--- config.mk ---
export PLATFORM = sky130hd
export DESIGN_NAME = gdis_core
export DESIGN_NICKNAME = d
export VERILOG_FILES = /design/src/verilog/gdis_pkg.sv /design/src/verilog/gdis_msg_decode.sv /design/src/verilog/gdis_core.sv
export SDC_FILE = /design/constraint.sdc
export NUM_CORES = 1
export LEC_CHECK = 0
export BUFFER_PORTS_ARGS = -buffer_cell sky130_fd_sc_hd__buf_2
export CAP_MARGIN = 20
export CORE_ASPECT_RATIO = 1.2
export CORE_MARGIN = 2
export CORE_UTILIZATION = 45
export DETAILED_ROUTE_END_ITERATION = 10
export PLACE_DENSITY = 0.76
export SYNTH_ARGS = -nofsm -noshare
export SYNTH_HDL_FRONTEND = slang
export SYNTH_SLANG_ARGS = --single-unit
--- constraint.sdc ---
create_clock -name mclk -period 1.05 [get_ports mclk]
set_input_delay 0.105 -clock mclk [delete_from_list [all_inputs] [get_ports mclk]]
set_output_delay 0.105 -clock mclk [all_outputs]
set_load 0.005 [all_outputs]
--- src/verilog/gdis_pkg.sv ---
// Package: constants and types of the instrument bus interface and status block
package gdis_pkg;

  // ==========================================================
  // Interface message codes, parity bit masked off
  localparam logic [6:0] GDIS_MSG_GTL = 7'h01;
  localparam logic [6:0] GDIS_MSG_SDC = 7'h04;
  localparam logic [6:0] GDIS_MSG_GET = 7'h08;
  localparam logic [6:0] GDIS_MSG_LLO = 7'h11;
  localparam logic [6:0] GDIS_MSG_DCL = 7'h14;
  localparam logic [6:0] GDIS_MSG_SPE = 7'h18;
  localparam logic [6:0] GDIS_MSG_SPD = 7'h19;
  localparam logic [6:0] GDIS_MSG_UNL = 7'h3F;
  localparam logic [6:0] GDIS_MSG_UNT = 7'h5F;
  localparam logic [1:0] GDIS_GRP_LISTEN = 2'h1;
  localparam logic [1:0] GDIS_GRP_TALK = 2'h2;
  localparam logic [4:0] GDIS_ADDR_UNIV = 5'h1F;

  // ==========================================================
  // Device-dependent string terminator
  localparam logic [6:0] GDIS_CHAR_LF = 7'h0A;

  // ==========================================================
  // Service request selection bits
  localparam int GDIS_SEL_DONE = 0;
  localparam int GDIS_SEL_FREF = 1;
  localparam int GDIS_SEL_ERR = 2;
  localparam logic [2:0] GDIS_SEL_RESET = 3'h4;

  // ==========================================================
  // Error numbers
  localparam logic [2:0] GDIS_ERR_NONE = 3'h0;
  localparam logic [2:0] GDIS_ERR_PHASE_FREQ = 3'h1;
  localparam logic [2:0] GDIS_ERR_RANGE = 3'h2;
  localparam logic [2:0] GDIS_ERR_OVERFLOW = 3'h3;
  localparam logic [2:0] GDIS_ERR_NUMERIC = 3'h4;
  localparam logic [2:0] GDIS_ERR_SYNTAX = 3'h5;
  localparam logic [2:0] GDIS_ERR_PHASE_HF = 3'h6;

  // ==========================================================
  // Types
  typedef enum logic [1:0] {
    GDIS_ROLE_IDLE = 2'b00,
    GDIS_ROLE_LISTEN = 2'b01,
    GDIS_ROLE_TALK = 2'b11
  } gdis_role_t;

  // Status byte, bit 7 is data line 8
  typedef struct packed {
    logic gate;
    logic rqs;
    logic err;
    logic rdy;
    logic fref;
    logic [2:0] errnum;
  } gdis_status_t;

  typedef struct packed {
    logic mla;
    logic mta;
    logic ota;
    logic unl;
    logic unt;
    logic llo;
    logic dcl;
    logic sdc;
    logic spe;
    logic spd;
    logic get;
    logic gtl;
  } gdis_msg_t;

  // Events and levels from the measurement engine and command parser
  typedef struct packed {
    logic meas_done;
    logic meas_in_range;
    logic meas_err;
    logic [2:0] meas_err_code;
    logic recall_done;
    logic fref_change;
    logic func_change;
    logic err1_cond;
    logic err6_cond;
    logic num_err;
    logic num_valid;
    logic syntax_err;
    logic cmd_valid;
    logic meas_busy;
    logic gate_open;
  } gdis_engine_t;

endpackage

--- src/verilog/gdis_msg_decode.sv ---
// Classifier of multi-line interface messages against the own address
`timescale 1ns/1ps
module gdis_msg_decode import gdis_pkg::*; (
  input wire logic [7:0] data, // Byte on the data lines
  input wire logic atn, // Attention true
  input wire logic [4:0] addr, // Own address
  output gdis_msg_t msg // One-hot message flags
);
  logic [6:0] code;
  logic is_listen;
  logic is_talk;

  always_comb begin
    code = data[6:0];
    is_listen = atn && (code[6:5] == GDIS_GRP_LISTEN) && (code[4:0] != GDIS_ADDR_UNIV);
    is_talk = atn && (code[6:5] == GDIS_GRP_TALK) && (code[4:0] != GDIS_ADDR_UNIV);
    msg = '0;
    msg.mla = is_listen && (code[4:0] == addr);
    msg.mta = is_talk && (code[4:0] == addr);
    msg.ota = is_talk && (code[4:0] != addr);
    msg.unl = atn && (code == GDIS_MSG_UNL);
    msg.unt = atn && (code == GDIS_MSG_UNT);
    msg.llo = atn && (code == GDIS_MSG_LLO);
    msg.dcl = atn && (code == GDIS_MSG_DCL);
    msg.sdc = atn && (code == GDIS_MSG_SDC);
    msg.spe = atn && (code == GDIS_MSG_SPE);
    msg.spd = atn && (code == GDIS_MSG_SPD);
    msg.get = atn && (code == GDIS_MSG_GET);
    msg.gtl = atn && (code == GDIS_MSG_GTL);
  end
endmodule // gdis_msg_decode

--- src/verilog/gdis_core.sv ---
// Bus interface state, serial-poll status byte and service request logic
`timescale 1ns/1ps
module gdis_core import gdis_pkg::*; (
  input wire logic mclk, // System clock, 250 MHz
  input wire logic rst_n, // Asynchronous reset, active low
  input wire logic [4:0] bus_address_switches, // Rear-panel address
  input wire logic rx_valid, // One pulse per handshaken byte
  input wire logic [7:0] rx_data, // Received byte
  input wire logic rx_atn, // ATN true with the byte
  input wire logic ren, // Remote enable level
  input wire logic tx_taken, // Pulse: controller took talk_byte
  input wire logic out_buf_has_data, // Output buffer holds a string
  input wire logic srq_sel_wr, // Pulse: new service request selection
  input wire logic [2:0] srq_sel_in, // Selection, zero inhibits
  input wire gdis_engine_t eng, // Engine and parser events
  output gdis_role_t role, // Talker or listener role
  output logic remote, // Remote control state
  output logic lockout, // Panel return-to-local disabled
  output logic spoll_mode, // Serial poll mode
  output logic addr_lamp, // Addressed indicator
  output logic srq_out, // Drive the service request line
  output logic trigger, // Pulse: take one measurement
  output logic dev_clear, // Pulse: restore power-up settings
  output logic dd_valid, // Pulse: device-dependent byte to execute
  output logic [7:0] dd_byte, // Device-dependent byte
  output logic talk_valid, // Byte offered to the bus
  output logic [7:0] talk_byte, // Status byte in every role and mode
  output logic talk_status, // Offered byte is the status byte
  output logic result_block, // Measurement string withheld
  output logic [2:0] srq_sel // Active service request selection
);

  // ==========================================================
  // Reset release
  logic [1:0] rst_pipe;
  logic rst_sync_n;

  always_ff @(posedge mclk or negedge rst_n) begin
    if (!rst_n) begin
      rst_pipe <= 2'h0;
    end else begin
      rst_pipe <= {rst_pipe[0], 1'b1};
    end
  end
  assign rst_sync_n = rst_pipe[1];

  // ==========================================================
  // State
  typedef struct packed {
    gdis_role_t role;
    logic remote;
    logic lockout;
    logic spoll;
    logic [2:0] sel;
    gdis_status_t stat;
    logic skip;
    logic trigger;
    logic dev_clear;
    logic dd_valid;
    logic [7:0] dd_byte;
    logic talk_valid;
    logic [7:0] talk_byte;
    logic talk_status;
    logic result_block;
  } gdis_state_t;

  gdis_state_t st;
  gdis_state_t next_st;
  gdis_msg_t msg;
  logic atn_byte;
  logic dd_rx;
  logic poll_read;
  logic err_raise;
  logic [2:0] err_code;
  logic err_clear;
  logic evt_done;
  logic evt_fref;
  logic any_evt;

  gdis_msg_decode gdis_msg_decode_inst (
    .data(rx_data),
    .atn(rx_atn),
    .addr(bus_address_switches),
    .msg(msg)
  );

  always_comb begin
    next_st = st;
    next_st.trigger = 1'b0;
    next_st.dev_clear = 1'b0;
    next_st.dd_valid = 1'b0;
    atn_byte = rx_valid && rx_atn;
    dd_rx = rx_valid && !rx_atn && (st.role == GDIS_ROLE_LISTEN);
    poll_read = tx_taken && st.talk_status;

    // Addressing; unrecognised ATN bytes fall through untouched
    if (atn_byte) begin
      if (msg.mla) begin
        next_st.role = GDIS_ROLE_LISTEN;
        if (ren) begin
          next_st.remote = 1'b1;
        end
      end else if (msg.mta) begin
        next_st.role = GDIS_ROLE_TALK;
      end else if (msg.ota && st.role == GDIS_ROLE_TALK) begin
        next_st.role = GDIS_ROLE_IDLE;
      end else if (msg.unt && st.role == GDIS_ROLE_TALK) begin
        next_st.role = GDIS_ROLE_IDLE;
      end else if (msg.unl && st.role == GDIS_ROLE_LISTEN) begin
        next_st.role = GDIS_ROLE_IDLE;
      end
      if (msg.llo) begin
        next_st.lockout = 1'b1;
      end
      if (msg.spe) begin
        next_st.spoll = 1'b1;
      end
      if (msg.spd) begin
        next_st.spoll = 1'b0;
      end
      if (msg.gtl && st.role == GDIS_ROLE_LISTEN) begin
        next_st.remote = 1'b0;
      end
      if (msg.get && st.role == GDIS_ROLE_LISTEN && !eng.meas_busy) begin
        next_st.trigger = 1'b1;
      end
      // Device clear touches settings only, never the bus state
      if ((msg.dcl && st.remote) || (msg.sdc && st.remote && st.role == GDIS_ROLE_LISTEN)) begin
        next_st.dev_clear = 1'b1;
        next_st.sel = GDIS_SEL_RESET;
      end
    end

    // Device-dependent bytes; after a syntax error they are swallowed
    if (dd_rx) begin
      if (ren) begin
        next_st.remote = 1'b1;
      end
      next_st.dd_valid = !st.skip;
      next_st.dd_byte = rx_data;
      if (rx_data[6:0] == GDIS_CHAR_LF) begin
        next_st.skip = 1'b0;
      end
    end
    if (eng.syntax_err) begin
      next_st.skip = 1'b1;
    end

    // Lockout is only left by the controller dropping REN
    if (!ren) begin
      next_st.remote = 1'b0;
      next_st.lockout = 1'b0;
    end

    if (srq_sel_wr) begin
      next_st.sel = srq_sel_in;
    end

    // Error number: clears first so that a new error in the same cycle wins
    err_clear = 1'b0;
    case (st.stat.errnum)
      GDIS_ERR_PHASE_FREQ: err_clear = !eng.err1_cond || eng.func_change;
      GDIS_ERR_RANGE,
      GDIS_ERR_OVERFLOW: err_clear = eng.meas_done && eng.meas_in_range;
      GDIS_ERR_NUMERIC: err_clear = eng.num_valid;
      GDIS_ERR_SYNTAX: err_clear = eng.cmd_valid;
      GDIS_ERR_PHASE_HF: err_clear = !eng.err6_cond || eng.func_change;
      default: err_clear = 1'b0;
    endcase
    if (err_clear) begin
      next_st.stat.errnum = GDIS_ERR_NONE;
    end
    err_raise = 1'b1;
    err_code = GDIS_ERR_NONE;
    if (eng.syntax_err) begin
      err_code = GDIS_ERR_SYNTAX;
    end else if (eng.num_err) begin
      err_code = GDIS_ERR_NUMERIC;
    end else if (eng.meas_err) begin
      err_code = eng.meas_err_code;
    end else begin
      err_raise = 1'b0;
    end
    if (err_raise) begin
      next_st.stat.errnum = err_code;
    end
    next_st.stat.err = (next_st.stat.errnum != GDIS_ERR_NONE);

    // Status events; a recall never counts as a fresh reading
    evt_done = eng.meas_done && !eng.recall_done;
    evt_fref = eng.fref_change;
    any_evt = (st.sel[GDIS_SEL_DONE] && evt_done) || (st.sel[GDIS_SEL_FREF] && evt_fref) ||
      (st.sel[GDIS_SEL_ERR] && err_raise);
    if (poll_read) begin
      next_st.stat.fref = 1'b0;
      next_st.stat.rdy = 1'b0;
      next_st.stat.rqs = 1'b0;
    end
    if (evt_fref) begin
      next_st.stat.fref = 1'b1;
    end
    if (evt_done) begin
      next_st.stat.rdy = 1'b1;
    end
    if (any_evt) begin
      next_st.stat.rqs = 1'b1;
    end
    next_st.stat.gate = eng.gate_open;

    // Talker output
    next_st.result_block = (next_st.stat.errnum == GDIS_ERR_PHASE_FREQ) ||
      (next_st.stat.errnum == GDIS_ERR_RANGE) || (next_st.stat.errnum == GDIS_ERR_OVERFLOW);
    next_st.talk_status = (next_st.role == GDIS_ROLE_TALK) && next_st.spoll;
    next_st.talk_byte = next_st.stat;
    next_st.talk_valid = next_st.talk_status || ((next_st.role == GDIS_ROLE_TALK) &&
      out_buf_has_data && !next_st.result_block);
  end

  always_ff @(posedge mclk or negedge rst_sync_n) begin
    if (!rst_sync_n) begin
      st <= '0;
      st.sel <= GDIS_SEL_RESET;
    end else begin
      st <= next_st;
    end
  end

  assign role = st.role;
  assign remote = st.remote;
  assign lockout = st.lockout;
  assign spoll_mode = st.spoll;
  // Idle is the only role with bit 0 low, so the lamp is a plain flop bit
  assign addr_lamp = st.role[0];
  assign srq_out = st.stat.rqs;
  assign trigger = st.trigger;
  assign dev_clear = st.dev_clear;
  assign dd_valid = st.dd_valid;
  assign dd_byte = st.dd_byte;
  assign talk_valid = st.talk_valid;
  assign talk_byte = st.talk_byte;
  assign talk_status = st.talk_status;
  assign result_block = st.result_block;
  assign srq_sel = st.sel;
endmodule // gdis_core

## Word level (Yosys, flattened, before mapping)

Index checks and enable logic that the tools add are counted.

| storage, ports and cells | value |
|---|---|
| bits in registers | 39 |
| latch bits | 0 |
| bits in writable memories | 0 |
| ROM bits | 0 |
| input bits | 41 |
| output and inout bits | 32 |
| logic and storage cells | 149 |
| memories | 0 |

| operators by class | value |
|---|---|
| $add $sub $neg | 0 |
| multipliers | 0 |
| div/mod/pow operators | 0 |
| order comparisons | 0 |
| eq/ne operators | 31 |
| shift-type cells | 0 |
| multiplexer cells | 37 |
| bitwise logic cells | 0 |
| reduce and logical (&&, ||, !) cells | 62 |

Operators by type and width:

| cell | number |
|---|---|
| $logic_and 1x1->1 | 37 |
| $eq 7x5->1 const B | 4 |
| $mux 3 | 7 |
| $mux 1 | 19 |
| $mux 2 | 8 |
| $eq 7x4->1 const B | 2 |
| $eq 3x2->1 const B | 4 |
| $eq 3x3->1 const B | 3 |
| $mux 9 | 1 |
| $logic_or 1x1->1 | 8 |
| $mux 8 | 1 |
| $reduce_and 2->1 | 4 |
| $reduce_bool 2->1 | 4 |
| $eq 7x1->1 const B | 1 |
| $eq 7x3->1 const B | 1 |
| $eq 7x6->1 const B | 1 |
| $eq 7x7->1 const B | 1 |
| $logic_not 1->1 | 7 |
| $eq 2x2->1 const B | 3 |
| $eq 3x1->1 const B | 2 |
| $eq 5x5->1 | 1 |
| $ne 5x5->1 | 1 |
| $ne 5x5->1 const B | 1 |
| $pmux 1 s5 | 1 |
| 6 further kinds | 8 |

## Depth between registers and ports, before layout

| depth | value |
|---|---|
| depth in word-level cells | 13 |
| mapped depth | 7 |
| mapped depth without buffers | 7 |

## Cells and area by module

A second synthesis with hierarchy kept.

| second synthesis, totals | value |
|---|---|
| cell total of the unflattened synthesis | 174 |
| area, all modules | 1785.5 um^2 |

By module, submodules not included:

| module | times used | cells each | area an instance (um^2) | seq. area each (um^2) |
|---|---|---|---|---|
| gdis_core | 1 | 146 | 1575.3 | 827.0 |
| gdis_msg_decode | 1 | 28 | 210.2 | 0.0 |

## Least setup slack after synthesis

No wires, ideal clock.

| timing | value |
|---|---|
| path kind | input -> register |
| start | input rx_data[6] |
| end | register st (netlist bit talk_valid) |
| setup time | 0.130 ns |
| arrival | 1.261 ns |
| required time | 0.920 ns |
| setup slack | -0.341 ns |
| stages | 5 |
| path buffers | 1 |
| path through | buf_6 > or4b_4 > nor4_4 > mux2i_1 > a21oi_2 |

RTL lines:

| item | RTL line | text |
|---|---|---|
| start, declared | gdis_core.sv:8 | `input wire logic [7:0] rx_data,` |
| end signal, assigned | gdis_core.sv:224 | `st <= next_st;` |
| end, declared | gdis_core.sv:67 | `gdis_state_t st;` |

==> results.json <==
{
  "status": "finished with violations",
  "violations": "negative setup slack",
  "postRouteWirelength_um": 4320,
  "antennaDiodeCount": 0,
  "fin_crit_sh_pct": 131,
  "synth-edff-count": 0,
  "setup_violations": 28,
  "area_delta_synth_final_pct": 53.4,
  "routedWlPerCell_um": 13.8,
  "drive_gt1_share_pct": 60.9,
  "synth_most_common_cell": "dfrtp_1",
  "numPortBuffers": 72,
  "die_area_mm2": 0.00437,
  "ir_worst_vdd_v": 0.00123,
  "final_core_util_pct": 72.5,
  "synth_cells": 166,
  "clock_sinks": 33,
  "num-fill-cells": 295,
  "vias": 1546,
  "dr.pass1.iters": 4,
  "rows": 24,
  "cts.htree.levels": 2,
  "fin_crit_ps": 1380,
  "startpoint_type": "register",
  "ys_types": 46,
  "avgSynthCellArea_um2": 10.4,
  "async_flop_share_pct": 100,
  "timing.fmax_ghz": 0.725,
  "leakage_nw": 1.32,
  "crit_type": "reg2reg",
  "p_sw_mw": 0.884,
  "syn_nets": 207,
  "cts_root_buffer": "clkbuf_8",
  "grt_setup_unrepaired": "yes",
  "p_per_area_mw_per_mm2": 1400,
  "drv_slew": 0,
  "synthTopCellsByArea": "dfrtp_1 (46%), buf_4 (9.1%), mux2_2 (5.2%), nand2_1 (3.7%), xor2_1 (2.5%)",
  "synth_seq_cells": 33,
  "antenna_found_initial": 0,
  "syn-cell-area_mm2": 0.00173,
  "nNetsFinal": 301,
  "fin_skew_ps": 7.68,
  "die_y_um": 72.0,
  "drc_errors": 0,
  "synthFlopType": "dfrtp_1",
  "p_int_mw": 2.84,
  "finalWorstSetupSlack_ps": -329,
  "clockPowerShare_pct": 37.8,
  "grt_pass1_wl_um": 6670,
  "cts_buffers": 5,
  "cts_tree": "done",
  "netlist.area_leader.share_pct": 46.2,
  "io_pins": 73,
  "core_region_area_mm2": 0.00366,
  "p_total_mw": 3.72,
  "end_kind": "register",
  "ys_seq_area_share_pct": 47.7,
  "grt_pass1_vias": 1488,
  "drt-initial-drc-count": 42,
  "combinationalPowerShare_pct": 22.6,
  "crit_fanout": 7,
  "die_width_um": 60.7,
  "slowest_delay_ps": 460,
  "worstPathRequired_ps": 1230,
  "clkTransAtPathRegs_ps": 70,
  "synth_commonest_cells": "dfrtp_1 (32), buf_4 (21), nand2_1 (17)",
  "initial_core_util_pct": 47.3,
  "switching_share_pct": 23.8,
  "drv_cap": 0,
  "clk_latency_ps": 290,
  "power_frac_seq_pct": 39.6,
  "avgViaCountPerCell": 4.94,
  "routabilityCongestion": 0.841,
  "grt_max_degree": 27,
  "ant_nets": 0,
  "clk_path_buf_depth": 2,
  "hold_class": "in2reg",
  "ys_warn_count": 0,
  "hpwl_um": 3180,
  "cp_slowest_cell": "dfrtp_2",
  "synth_top_cell_by_area": "dfrtp_1",
  "path_cells": "and3b_1 > nor3_2 > o211ai_1 > buf_4 > nand2b_1",
  "hold_violations": 0,
  "track_usage_pct": 20.6,
  "grt-ovfl-total": 0,
  "crit_arrival_ps": 1560
}
==> placed cells by master (no fill, tap or decap), drive strengths merged, types with 2 or more instances in the layout <==
master,n
a21o,3
a21oi,3
a31oi,2
a41oi,2
and3,2
and4,2
buf,107
bufinv,2
clkbuf,6
dfrtp,32
dlygate4sd3,2
inv,9
mux2,8
nand2,17
nand2b,2
nand3,4
nor2,7
nor2b,6
nor3,6
nor4,2
o21a,2
o21ai,9
or2,3
xor2,5
==> routing by layer <==
| metal | vias up | track usage (%) | part of all wire, % |
|---|---|---|---|
| li1 | 739 | - | - |
| met1 | 756 | 26.0 | 42 |
| met2 | 41 | 32.6 | 51 |
| met3 | 10 | 5.88 | 4.2 |
| met4 | 0 | 8.45 | 2.6 |
| met5 | - | 0 | 0 |
==> path summary, 6_finish.rpt <==
path | startpoint | endpoint | slack, ps | cells after the start
worst max-delay path | talk_byte[1] | talk_byte[5] | -330 | 5
worst min-delay path | eng[9] | talk_byte[3] | 7 | 2
worst max register to register | talk_byte[1] | talk_byte[5] | -330 | 5
worst min register to register | rst_pipe[1] | dd_byte[5] | 130 | 0
max in group asynchronous | rst_pipe[1] | srq_sel[2] | 410 | 1
min in group asynchronous | rst_pipe[1] | dd_byte[5] | 130 | 0
==> cell families after synthesis <==
logic type | synth area share (%)
AOI/OAI and AO/OA | 12.3
xor gates and xnor gates | 3.03
buffers and inverters | 12.3
DFF | 47.7
muxes | 5.78
other | 0.216
and+or+nand+nor | 18.6
==> power by group through the flow <==
stage	sequential (mW)	combinational (mW)	clock [mW]
6_report	1.47	0.840	1.41
3_5_place_dp	1.49	0.691	0
5_1_grt	1.49	0.913	1.49
2_1_floorplan	1.49	0.444	0
3_3_place_gp	1.49	0.685	0
4_1_cts	1.47	0.770	1.45
==> registers in the layout, summed over array words and instances, names as in the netlist <==
signal and flops:
rst_pipe 2, role 2, dev_clear 1, trigger 1
talk_byte 8, talk_status 1, remote 1, result_block 1
lockout 1, talk_valid 1, spoll_mode 1, st 1
dd_valid 1, dd_byte 8, srq_sel 3
==> through the flow <==
| stage | hold slack, ps | setup slack (ps) | TNS (ps) | area, um^2 | cells |
|---|---|---|---|---|---|
| after global placement | -108 | -455 | -7110 | 2270 | 299 |
| after floorplan | -191 | -339 | -4440 | 1760 | 166 |
| final | 6.56 | -329 | -5410 | 2660 | 313 |
| after global routing | 12.0 | -404 | -7110 | 2660 | 313 |
| after detailed placement | -107 | -474 | -7180 | 2270 | 299 |
| after CTS | 3.47 | -289 | -5200 | 2540 | 311 |
==> final cells by class <==
type                    count  area, um^2  area share (%)
multi-input cells         101         832            31.3
well taps                  52        65.1            2.45
inverters                   9        36.3            1.37
flip-flops and latches     33         828            31.2
repair buffers            110         762            28.7
clock inverters             3        65.1            2.45
clock buffers               5        68.8            2.59
==> worst max-delay path, delay by kind of cell (launching register included) <==
family	cells	cell delay [ps]
compound gates	1	120
simple gates	3	530
buf+inv	1	160
flops	1	460
==> timing repair <==
| action | 4_1_cts | 5_1_grt |
|---|---|---|
| pin swaps | 7 | 10 |
| gates cloned | 0 | 1 |
| endpoints found under the setup margin | 30 | 33 |
| hold buffers | 2 | 0 |
| endpoints found under the hold margin | 3 | 0 |
| resized for setup | 30 | 18 |
| buffers inserted | 2 | 2 |
Note: power is estimated with default switching activity, not from simulation.
